===== src/dfs_map.vh =====
// Register map, field positions, reset values and timing for dynamic start temp
`ifndef DFS_MAP_VH
`define DFS_MAP_VH
`define DFS_ADDR_R1_TARGET 8'h33
`define DFS_ADDR_LO_TARGET 8'h34
`define DFS_ADDR_R2_TARGET 8'h35
`define DFS_ADDR_CYC_ONE 8'h36
`define DFS_ADDR_CYC_TWO 8'h37
`define DFS_ADDR_STATUS 8'h41
`define DFS_ADDR_R1_LOW 8'h4E
`define DFS_ADDR_R1_HIGH 8'h4F
`define DFS_ADDR_LO_LOW 8'h50
`define DFS_ADDR_LO_HIGH 8'h51
`define DFS_ADDR_R2_LOW 8'h52
`define DFS_ADDR_R2_HIGH 8'h53
`define DFS_ADDR_FAN_HOLD 8'h62
`define DFS_ADDR_R1_START 8'h67
`define DFS_ADDR_LO_START 8'h68
`define DFS_ADDR_R2_START 8'h69
`define DFS_ADDR_HYST_A 8'h6D
`define DFS_ADDR_HYST_B 8'h6E
`define DFS_ADDR_CONFIG 8'h7C
`define DFS_RST_TARGET 8'hA4
`define DFS_RST_LOW 8'h01
`define DFS_RST_HIGH 8'h7F
`define DFS_RST_HYST_A 8'h44
`define DFS_RST_HYST_B 8'h40
`define DFS_RST_START 8'h9A
`define DFS_RST_CYC 8'h00
`define DFS_BIT_FAN1_HOLD 5
`define DFS_BIT_R2_CODE_LSB 0
`define DFS_BIT_EN_R1 7
`define DFS_BIT_EN_LO 6
`define DFS_BIT_EN_R2 5
`define DFS_BIT_OFFSET64 0
`define DFS_SHORT_BASE_LOG2 3
`define DFS_CNT_W 11
`define DFS_MIN_KEY_TWOS 8'h01
`define DFS_MIN_KEY_OFS 8'h00
`endif


===== src/dfs_top.v =====
// What this block does
// - Fan1 hold bit keeps minimum duty below start-hyst
// - Too-low start temperature is raised
// - Target exceeded lowers the start temperature
// - Three 8-bit target registers, one degree per count
// - Target registers reset to 100 degrees code
// - Below low limit allows start increase
// - Below low limit raises an alarm
// - Above high limit raises an alarm; start not lowered by it
// - Six limit registers, low 0x01, high 0x7F
// - Short cycle every n, long every 2n
// - Remote1 and local codes in second control
// - Remote2 code split across both control registers
// - Code 000 is 8/16, doubling to 1024/2048
// - Between low limit and target-hyst, no change
// - Short cycle lowers start by twice the rise
// - Rise of a quarter degree gives no reduction
// - Long cycle idle between target-hyst and target
// - Above target, each long cycle lowers one degree
// - Long cycle raise needs all four conditions
// - Start temperature never raised above high limit
// - No adjustment while temperature below start
// - Per-channel enables in first control bits 7:5
// - Floor is -127 or -64 by format
// - Hysteresis nibbles per channel in two registers
`timescale 1ns/10ps
module dfs_top (
   input wire clk, // System clock, 125 MHz
   input wire srst, // Synchronous reset, active high
   input wire monTick, // One-cycle pulse per monitoring cycle
   input wire [9:0] remote1Temp, // Remote 1 reading, 2 fraction bits
   input wire [9:0] localTemp, // Local reading, 2 fraction bits
   input wire [9:0] remote2Temp, // Remote 2 reading, 2 fraction bits
   input wire [7:0] address, // Avalon word address (register index)
   input wire read, // Avalon read
   input wire write, // Avalon write
   input wire [31:0] writedata, // Avalon write data
   input wire [3:0] byteenable, // Avalon byte enables
   output reg [31:0] readdata_r, // Avalon read data
   output reg waitrequest_r, // Avalon wait request
   output reg [2:0] lowAlarm_r, // Level: temperature below low limit
   output reg [2:0] highAlarm_r, // Level: temperature above high limit
   output reg fan1HoldMin_r, // Level: hold fan 1 at minimum duty
   output reg fan1Off_r, // Level: fan 1 off
   output reg [23:0] startTemp_r // Start temperatures, remote 1 in bits 7:0, local 15:8, remote 2 23:16
);
`include "dfs_map.vh"
   reg [7:0] target_r [0:2];
   reg [7:0] lowLim_r [0:2];
   reg [7:0] highLim_r [0:2];
   reg [7:0] start_r [0:2];
   reg [7:0] cycOne_r;
   reg [7:0] cycTwo_r;
   reg [7:0] hystA_r;
   reg [7:0] hystB_r;
   reg [7:0] fanHold_r;
   reg [7:0] config_r;
   reg [7:0] status_r;
   reg [7:0] rdByte;
   wire access;
   wire wrEn;
   wire [7:0] wrByte;
   wire offset64;
   wire [7:0] minKey;
   wire [9:0] tempArr [0:2];
   wire [2:0] codeArr [0:2];
   wire [3:0] hystArr [0:2];
   wire [2:0] enArr;
   wire [2:0] shortEv;
   wire [2:0] longEv;
   wire [7:0] nextKey [0:2];
   wire [9:0] tempKey [0:2];
   wire [2:0] belowLow;
   wire [2:0] aboveHigh;
   wire [9:0] r1HoldEdge;

   assign access = (read || write) && waitrequest_r;
   // A write lands on the edge where the master sees waitrequest low
   assign wrEn = write && !waitrequest_r && byteenable[0];
   assign wrByte = writedata[7:0];
   assign offset64 = config_r[`DFS_BIT_OFFSET64];
   assign minKey = offset64 ? `DFS_MIN_KEY_OFS : `DFS_MIN_KEY_TWOS;

   assign tempArr[0] = remote1Temp;
   assign tempArr[1] = localTemp;
   assign tempArr[2] = remote2Temp;
   assign codeArr[0] = cycTwo_r[2:0];
   assign codeArr[1] = cycTwo_r[5:3];
   assign codeArr[2] = {cycTwo_r[7:6], cycOne_r[`DFS_BIT_R2_CODE_LSB]};
   assign hystArr[0] = hystA_r[7:4];
   assign hystArr[1] = hystA_r[3:0];
   assign hystArr[2] = hystB_r[7:4];
   assign enArr = {cycOne_r[`DFS_BIT_EN_R2], cycOne_r[`DFS_BIT_EN_LO],
      cycOne_r[`DFS_BIT_EN_R1]};

   // Offset-64 codes order as unsigned; two's complement needs the sign flip
   function [7:0] toKey;
      input [7:0] code;
      input ofs;
      begin
         toKey = ofs ? code : (code ^ 8'h80);
      end
   endfunction

   genvar ch;
   generate
      for (ch = 0; ch < 3; ch = ch + 1) begin : gChan
         assign tempKey[ch] = {toKey(tempArr[ch][9:2], offset64),
            tempArr[ch][1:0]};
         assign belowLow[ch] = tempKey[ch]
            < {toKey(lowLim_r[ch], offset64), 2'b00};
         assign aboveHigh[ch] = tempKey[ch]
            > {toKey(highLim_r[ch], offset64), 2'b00};

         dfs_cycle_timer #(
            .CNT_W(`DFS_CNT_W)
         ) uTimer (
            .clk(clk),
            .srst(srst),
            .monTick(monTick),
            .cycleCode(codeArr[ch]),
            .shortEv_r(shortEv[ch]),
            .longEv_r(longEv[ch])
         );

         dfs_channel uChan (
            .clk(clk),
            .srst(srst),
            .monTick(monTick),
            .tempKey(tempKey[ch]),
            .startKey(toKey(start_r[ch], offset64)),
            .targetKey(toKey(target_r[ch], offset64)),
            .hyst(hystArr[ch]),
            .lowKey(toKey(lowLim_r[ch], offset64)),
            .highKey(toKey(highLim_r[ch], offset64)),
            .minKey(minKey),
            .shortEv(shortEv[ch]),
            .longEv(longEv[ch]),
            .nextKey(nextKey[ch])
         );

         always @(posedge clk) begin
            if (srst) begin
               start_r[ch] <= `DFS_RST_START;
            end else if (wrEn && address == `DFS_ADDR_R1_START
                  + ch[7:0]) begin
               // Software write takes the start value over any update
               start_r[ch] <= wrByte;
            end else if (enArr[ch] && (shortEv[ch] || longEv[ch])
                  && tempKey[ch]
                  >= {toKey(start_r[ch], offset64), 2'b00}) begin
               start_r[ch] <= toKey(nextKey[ch], offset64);
            end
         end

         always @(posedge clk) begin
            if (srst) begin
               target_r[ch] <= `DFS_RST_TARGET;
               lowLim_r[ch] <= `DFS_RST_LOW;
               highLim_r[ch] <= `DFS_RST_HIGH;
            end else if (wrEn) begin
               if (address == `DFS_ADDR_R1_TARGET + ch[7:0]) begin
                  target_r[ch] <= wrByte;
               end
               if (address == `DFS_ADDR_R1_LOW + 2 * ch[7:0]) begin
                  lowLim_r[ch] <= wrByte;
               end
               if (address == `DFS_ADDR_R1_HIGH + 2 * ch[7:0]) begin
                  highLim_r[ch] <= wrByte;
               end
            end
         end
      end
   endgenerate

   // Control and configuration registers
   always @(posedge clk) begin
      if (srst) begin
         cycOne_r <= `DFS_RST_CYC;
         cycTwo_r <= `DFS_RST_CYC;
         hystA_r <= `DFS_RST_HYST_A;
         hystB_r <= `DFS_RST_HYST_B;
         fanHold_r <= 8'h00;
         config_r <= 8'h00;
      end else if (wrEn) begin
         case (address)
            `DFS_ADDR_CYC_ONE: begin
               cycOne_r <= wrByte;
            end
            `DFS_ADDR_CYC_TWO: begin
               cycTwo_r <= wrByte;
            end
            `DFS_ADDR_HYST_A: begin
               hystA_r <= wrByte;
            end
            `DFS_ADDR_HYST_B: begin
               hystB_r <= {wrByte[7:4], 4'h0};
            end
            `DFS_ADDR_FAN_HOLD: begin
               fanHold_r <= {2'b00, wrByte[`DFS_BIT_FAN1_HOLD], 5'h00};
            end
            `DFS_ADDR_CONFIG: begin
               config_r <= {7'h00, wrByte[`DFS_BIT_OFFSET64]};
            end
            default: begin
               cycOne_r <= cycOne_r;
            end
         endcase
      end
   end

   // Sticky alarm status: bits 2:0 below low, 5:3 above high.
   // A new event in the clearing cycle survives the write-one clear.
   always @(posedge clk) begin
      if (srst) begin
         status_r <= 8'h00;
         lowAlarm_r <= 3'b000;
         highAlarm_r <= 3'b000;
      end else begin
         lowAlarm_r <= belowLow;
         highAlarm_r <= aboveHigh;
         if (wrEn && address == `DFS_ADDR_STATUS) begin
            status_r <= (status_r & ~{2'b00, wrByte[5:0]})
               | {2'b00, aboveHigh, belowLow};
         end else begin
            status_r <= status_r | {2'b00, aboveHigh, belowLow};
         end
      end
   end

   // Fan 1 follows Remote 1: below start minus hysteresis
   assign r1HoldEdge = {toKey(start_r[0], offset64), 2'b00}
      - {4'h0, hystArr[0], 2'b00};
   always @(posedge clk) begin
      if (srst) begin
         fan1HoldMin_r <= 1'b0;
         fan1Off_r <= 1'b0;
         startTemp_r <= {3{`DFS_RST_START}};
      end else begin
         fan1HoldMin_r <= fanHold_r[`DFS_BIT_FAN1_HOLD]
            && tempKey[0] < r1HoldEdge;
         fan1Off_r <= !fanHold_r[`DFS_BIT_FAN1_HOLD]
            && tempKey[0] < r1HoldEdge;
         startTemp_r <= {start_r[2], start_r[1], start_r[0]};
      end
   end

   // Read mux; unmapped indices read as zero
   always @* begin
      case (address)
         `DFS_ADDR_R1_TARGET: rdByte = target_r[0];
         `DFS_ADDR_LO_TARGET: rdByte = target_r[1];
         `DFS_ADDR_R2_TARGET: rdByte = target_r[2];
         `DFS_ADDR_CYC_ONE: rdByte = cycOne_r;
         `DFS_ADDR_CYC_TWO: rdByte = cycTwo_r;
         `DFS_ADDR_STATUS: rdByte = status_r;
         `DFS_ADDR_R1_LOW: rdByte = lowLim_r[0];
         `DFS_ADDR_R1_HIGH: rdByte = highLim_r[0];
         `DFS_ADDR_LO_LOW: rdByte = lowLim_r[1];
         `DFS_ADDR_LO_HIGH: rdByte = highLim_r[1];
         `DFS_ADDR_R2_LOW: rdByte = lowLim_r[2];
         `DFS_ADDR_R2_HIGH: rdByte = highLim_r[2];
         `DFS_ADDR_FAN_HOLD: rdByte = fanHold_r;
         `DFS_ADDR_R1_START: rdByte = start_r[0];
         `DFS_ADDR_LO_START: rdByte = start_r[1];
         `DFS_ADDR_R2_START: rdByte = start_r[2];
         `DFS_ADDR_HYST_A: rdByte = hystA_r;
         `DFS_ADDR_HYST_B: rdByte = hystB_r;
         `DFS_ADDR_CONFIG: rdByte = config_r;
         default: rdByte = 8'h00;
      endcase
   end

   // Fixed one wait cycle: waitrequest drops on the edge after the request
   always @(posedge clk) begin
      if (srst) begin
         waitrequest_r <= 1'b1;
         readdata_r <= 32'h00000000;
      end else if (access) begin
         waitrequest_r <= 1'b0;
         readdata_r <= {24'h000000, rdByte};
      end else begin
         waitrequest_r <= 1'b1;
      end
   end
endmodule


===== src/dfs_cycle_timer.v =====
// Short and long adjustment cycle strobes derived from the monitoring tick
`timescale 1ns/10ps
module dfs_cycle_timer #(
   parameter CNT_W = 11
) (
   input wire clk, // System clock
   input wire srst, // Synchronous reset, active high
   input wire monTick, // One pulse per monitoring cycle
   input wire [2:0] cycleCode, // Short cycle is 8 << code ticks
   output reg shortEv_r, // Pulse: short cycle due
   output reg longEv_r // Pulse: long cycle due
);
`include "dfs_map.vh"
   reg [CNT_W-1:0] count_r;
   wire [CNT_W-1:0] countInc;
   wire [CNT_W-1:0] shortMask;
   wire [CNT_W-1:0] longMask;

   assign countInc = count_r + {{(CNT_W-1){1'b0}}, 1'b1};
   // Period minus one as a mask: 8, 16 ... 1024 ticks
   // Shift amount is four bits wide so codes 5 to 7 do not wrap to zero
   assign shortMask = ({{(CNT_W-1){1'b0}}, 1'b1}
      << ({1'b0, cycleCode} + 4'd`DFS_SHORT_BASE_LOG2))
      - {{(CNT_W-1){1'b0}}, 1'b1};
   assign longMask = {shortMask[CNT_W-2:0], 1'b1};

   always @(posedge clk) begin
      if (srst) begin
         count_r <= {CNT_W{1'b0}};
         shortEv_r <= 1'b0;
         longEv_r <= 1'b0;
      end else begin
         shortEv_r <= monTick && ((countInc & shortMask) == 0);
         longEv_r <= monTick && ((countInc & longMask) == 0);
         if (monTick) begin
            count_r <= countInc;
         end
      end
   end
endmodule


===== src/dfs_channel.v =====
// One channel's start temperature update, computed in an ordered key domain
`timescale 1ns/10ps
module dfs_channel (
   input wire clk, // System clock
   input wire srst, // Synchronous reset, active high
   input wire monTick, // One pulse per monitoring cycle
   input wire [9:0] tempKey, // Temperature key, two fraction bits
   input wire [7:0] startKey, // Current start temperature key
   input wire [7:0] targetKey, // Target temperature key
   input wire [3:0] hyst, // Hysteresis in degrees
   input wire [7:0] lowKey, // Low limit key
   input wire [7:0] highKey, // High limit key
   input wire [7:0] minKey, // Lowest start temperature key
   input wire shortEv, // Short cycle strobe
   input wire longEv, // Long cycle strobe
   output wire [7:0] nextKey // Start temperature after this update
);
   reg [9:0] prevTemp_r;
   reg [9:0] rise_r;
   wire [9:0] rise;
   wire [9:0] opLessHyst;
   wire [9:0] shortRed;
   wire [10:0] lowered;
   wire [10:0] floorKey;
   wire [7:0] floored;
   wire raise;

   // Rise is latched at the tick: the strobe comes a cycle later, when
   // prevTemp_r already holds the new reading and would show no rise
   always @(posedge clk) begin
      if (srst) begin
         prevTemp_r <= 10'h000;
         rise_r <= 10'h000;
      end else if (monTick) begin
         prevTemp_r <= tempKey;
         rise_r <= rise;
      end
   end

   assign rise = (tempKey > prevTemp_r) ? tempKey - prevTemp_r : 10'h000;
   assign opLessHyst = {targetKey, 2'b00} - {4'h0, hyst, 2'b00};
   // Twice the rise in quarters is rise/2 degrees; a single quarter gives 0
   assign shortRed = (shortEv && tempKey > opLessHyst && rise_r > 10'h001)
      ? {1'b0, rise_r[9:1]} : 10'h000;
   assign lowered = {3'b000, startKey}
      - {1'b0, shortRed}
      - {10'h000, longEv && tempKey > {targetKey, 2'b00}};
   assign raise = longEv && tempKey < {lowKey, 2'b00}
      && tempKey > {startKey, 2'b00}
      && startKey < highKey && startKey < targetKey;
   // Signed compare guards against wrap below the floor
   assign floorKey = {3'b000, minKey};
   assign floored = ($signed(lowered) < $signed(floorKey)) ? minKey
      : lowered[7:0];
   assign nextKey = raise ? (floored == highKey ? floored : floored + 8'h01)
      : (floored > highKey && floored != startKey ? highKey
      : floored);
endmodule


===== config.mk =====
export PLATFORM = sky130hd
export DESIGN_NAME = dfs_top
export DESIGN_NICKNAME = d
export VERILOG_FILES = /design/src/dfs_top.v /design/src/dfs_cycle_timer.v /design/src/dfs_channel.v
export VERILOG_INCLUDE_DIRS = /design/src
export SDC_FILE = /design/constraint.sdc
export NUM_CORES = 1
export LEC_CHECK = 0
export BUFFER_PORTS_ARGS = -buffer_cell sky130_fd_sc_hd__buf_2
export CAP_MARGIN = 20
export CORE_MARGIN = 3
export CORE_UTILIZATION = 25
export CTS_CLUSTER_SIZE = 24
export DETAILED_ROUTE_END_ITERATION = 10
export PLACE_DENSITY = 0.4
export SYNTH_ARGS = -nofsm -noshare
export SYNTH_HDL_FRONTEND = slang
export SYNTH_SLANG_ARGS = --single-unit

===== constraint.sdc =====
create_clock -name clk -period 10.7 [get_ports clk]
set_input_delay 1.07 -clock clk [delete_from_list [all_inputs] [get_ports clk]]
set_output_delay 1.07 -clock clk [all_outputs]
set_load 0.05 [all_outputs]

==> results.json <==
{
  "synth_area_um2": 22200,
  "syn-mean-instance-area_um2": 8.41,
  "dp_hpwl_mm": 63.5,
  "max_freq_mhz": 104,
  "ioPinCount": 144,
  "grt_pass1_vias": 19602,
  "numCtsBuffers": 37,
  "cts_tree": "yes",
  "synth_common_cells": "ha_1 (284), nand2_1 (255), inv_1 (220)",
  "crit_arrival_ps": 9920,
  "detail_route.first_pass.iterations": 5,
  "port_buffers": 92,
  "num_rows": 108,
  "initial_core_util_pct": 25.4,
  "hold_class": "reg2reg",
  "rsz0062_at_grt": "no",
  "slowest_stage": "nor4_1",
  "slew-limit-headroom_pct": 31.5,
  "synthFlopType": "dfxtp_1",
  "post_cts_buffers": 0,
  "pwr-share-clk_pct": 42.9,
  "crit_type": "reg2reg",
  "async_reset_ff_share_pct": 0,
  "die_x_um": 304,
  "drt_iter0_drc": 1248,
  "cp_max_fo": 11,
  "synthCells": 2644,
  "overflow": 0,
  "clkLatencyLatePin_ps": 560,
  "cp-end-kind": "flip-flop",
  "dieArea_um2": 92600,
  "pwr-share-seq_pct": 40.7,
  "track_usage_pct": 17.6,
  "drc": 0,
  "clockBufferDepth": 3,
  "die_h_um": 304,
  "synth_top_area_share_pct": 16.0,
  "coreArea_um2": 87400,
  "grt_max_degree": 63,
  "root_buffer": "clkbuf_16",
  "start_kind": "flip-flop",
  "p_comb_share_pct": 16.4,
  "h-tree-depth": 2,
  "ir_drop_v": 0.0000960,
  "wl_per_cell_um": 21.4,
  "antenna_found_initial": 9,
  "drt_wl_total_mm": 83.6,
  "power_switching_uw": 834,
  "synthTopCellsByArea": "ha_1 (16%), dfxtp_1 (16%), edfxtp_1 (13%), nand2_1 (4.3%), xnor2_1 (3.8%)",
  "vias_per_cell": 5.05,
  "grt_pass1_wl_mm": 125,
  "holdBufCountCts": 0,
  "leakage_uw": 0.0105,
  "final_nets": 3094,
  "finalHoldViolations": 0,
  "p_int_uw": 1920,
  "ys_warn_count": 0,
  "post-synth-top-count-cell": "ha_1",
  "drv_slew": 0,
  "hold_path_depth": 2,
  "maxCapViolCount": 0,
  "fin_skew_ps": 15.6,
  "ys_seq_area_share_pct": 28.5,
  "power_density_nw_per_um2": 110,
  "cts_resized": 0,
  "post-synth-top-area-cell": "ha_1",
  "clk_pin_slew_ps": 60,
  "cts_sinks": 269,
  "path_common_cell": "ha_1",
  "setup_viol": 0,
  "area_growth_pct": 12.8,
  "setup_tns_ps": 0,
  "max_stage_delay_ps": 600,
  "drtAntennaViolNets": 0,
  "drive_gt1_share_pct": 8.99,
  "critPathRequiredTime_ps": 10990,
  "gp_congestion": 0.864,
  "netSwitchingFraction_pct": 30.3,
  "synth_edf_count": 96,
  "synth-seq-cells": 269,
  "report.power.total_uw": 2760,
  "tightestPinTransition_ps": 1020,
  "reg2regPathDepth": 37,
  "fin_crit_ps": 9620,
  "status": "finished clean",
  "post-route-period-util_pct": 89.9,
  "synthDistinctLibCells": 105,
  "vias": 19729
}
==> final timing paths <==
path                  startpoint             to  slack, ps
hold reg to reg      status_r[1]    status_r[1]        460
hold / removal       status_r[1]    status_r[1]        460
setup reg to reg  target_r[2][0]  start_r[2][7]       1080
setup / recovery  target_r[2][0]  start_r[2][7]       1080
==> power groups by stage <==
stage | logic (µW) | registers [µW] | clock network (µW)
2_1_floorplan | 308 | 1140 | 0
3_3_place_gp | 447 | 1140 | 0
3_5_place_dp | 453 | 1140 | 0
4_1_cts | 455 | 1120 | 1230
5_1_grt | 507 | 1120 | 1260
6_report | 453 | 1120 | 1180
==> registers in the layout, indices dropped and copies added (netlist names), 4 cells and up <==
signal                  flops
status_r                    6
cycTwo_r                    8
gChan.uChan.rise_r         27
cycOne_r                    8
lowLim_r                   24
hystA_r                     8
target_r                   24
hystB_r                     4
highLim_r                  24
gChan.uChan.prevTemp_r     30
gChan.uTimer.count_r       33
start_r                    24
startTemp_r                24
readdata_r                  8
==> cell type report <==
type / count / area (µm²)
inverter: 221 / 830
tap: 1155 / 1450
sequential: 269 / 6350
clock buffer: 50 / 985
timing repair buffer: 123 / 699
multi-input combinational: 2066 / 14600
clock inverter: 17 / 134
antenna: 4 / 10.0
fill: 9346 / 62300
==> cell usage in the layout, fill, tap and decap left out, types with 90 or more instances in the layout <==
master and n:
a21oi_1 143, buf_2 90, dfxtp_1 172, edfxtp_1 96, ha_1 284, inv_1 220
nand2_1 255, nor2_1 205, o21ai_0 128, xnor2_1 97
==> worst max-delay path: cells and delay by family, from the launching register on <==
family          cells  cell delay (ps)
compound gates      9             1820
xor+xnor            2              450
fa+ha+maj           7             2320
buf+inv             3              200
flops               1              500
mux                 1              210
simple gates       15             3850
==> stage by stage <==
step | utilization, % | setup slack [ps] | hold slack [ps] | area [µm²] | cells
after floorplan | - | 2130 | 421 | 22300 | 2672
after detailed placement | 27.4 | 1160 | 446 | 24000 | 3833
after CTS | 28.7 | 1120 | 454 | 25100 | 3900
after global placement | 27.4 | 1180 | 442 | 23900 | 3832
final | 28.7 | 1080 | 458 | 25100 | 3905
after global routing | 28.7 | 418 | 470 | 25100 | 3902
==> kinds of logic (layout without fill, tap and decap cells) <==
logic type / count (synthesis) / after routing / synth area share (%)
AO/OA/AOI/OAI: 594 / 594 / 18.2
XOR/XNOR: 162 / 162 / 6.54
adder cells (fa/ha/maj): 298 / 298 / 17.2
buffers and inverters: 337 / 411 / 6.19
flip-flops: 269 / 269 / 28.5
multiplexers: 55 / 55 / 2.62
other: 2 / 34 / 0.0338
AND/OR/NAND/NOR: 927 / 927 / 20.7
==> per-layer routing <==
metal | vias up | share of wire [%] | GRT usage, %
met4 | 4 | 3.0 | 5.29
met1 | 9483 | 46 | 23.7
met3 | 134 | 5.6 | 2.96
met5 | - | 0.031 | 0
met2 | 528 | 45 | 28.9
li1 | 9580 | - | -
Note: power is estimated with default switching activity, not from simulation.
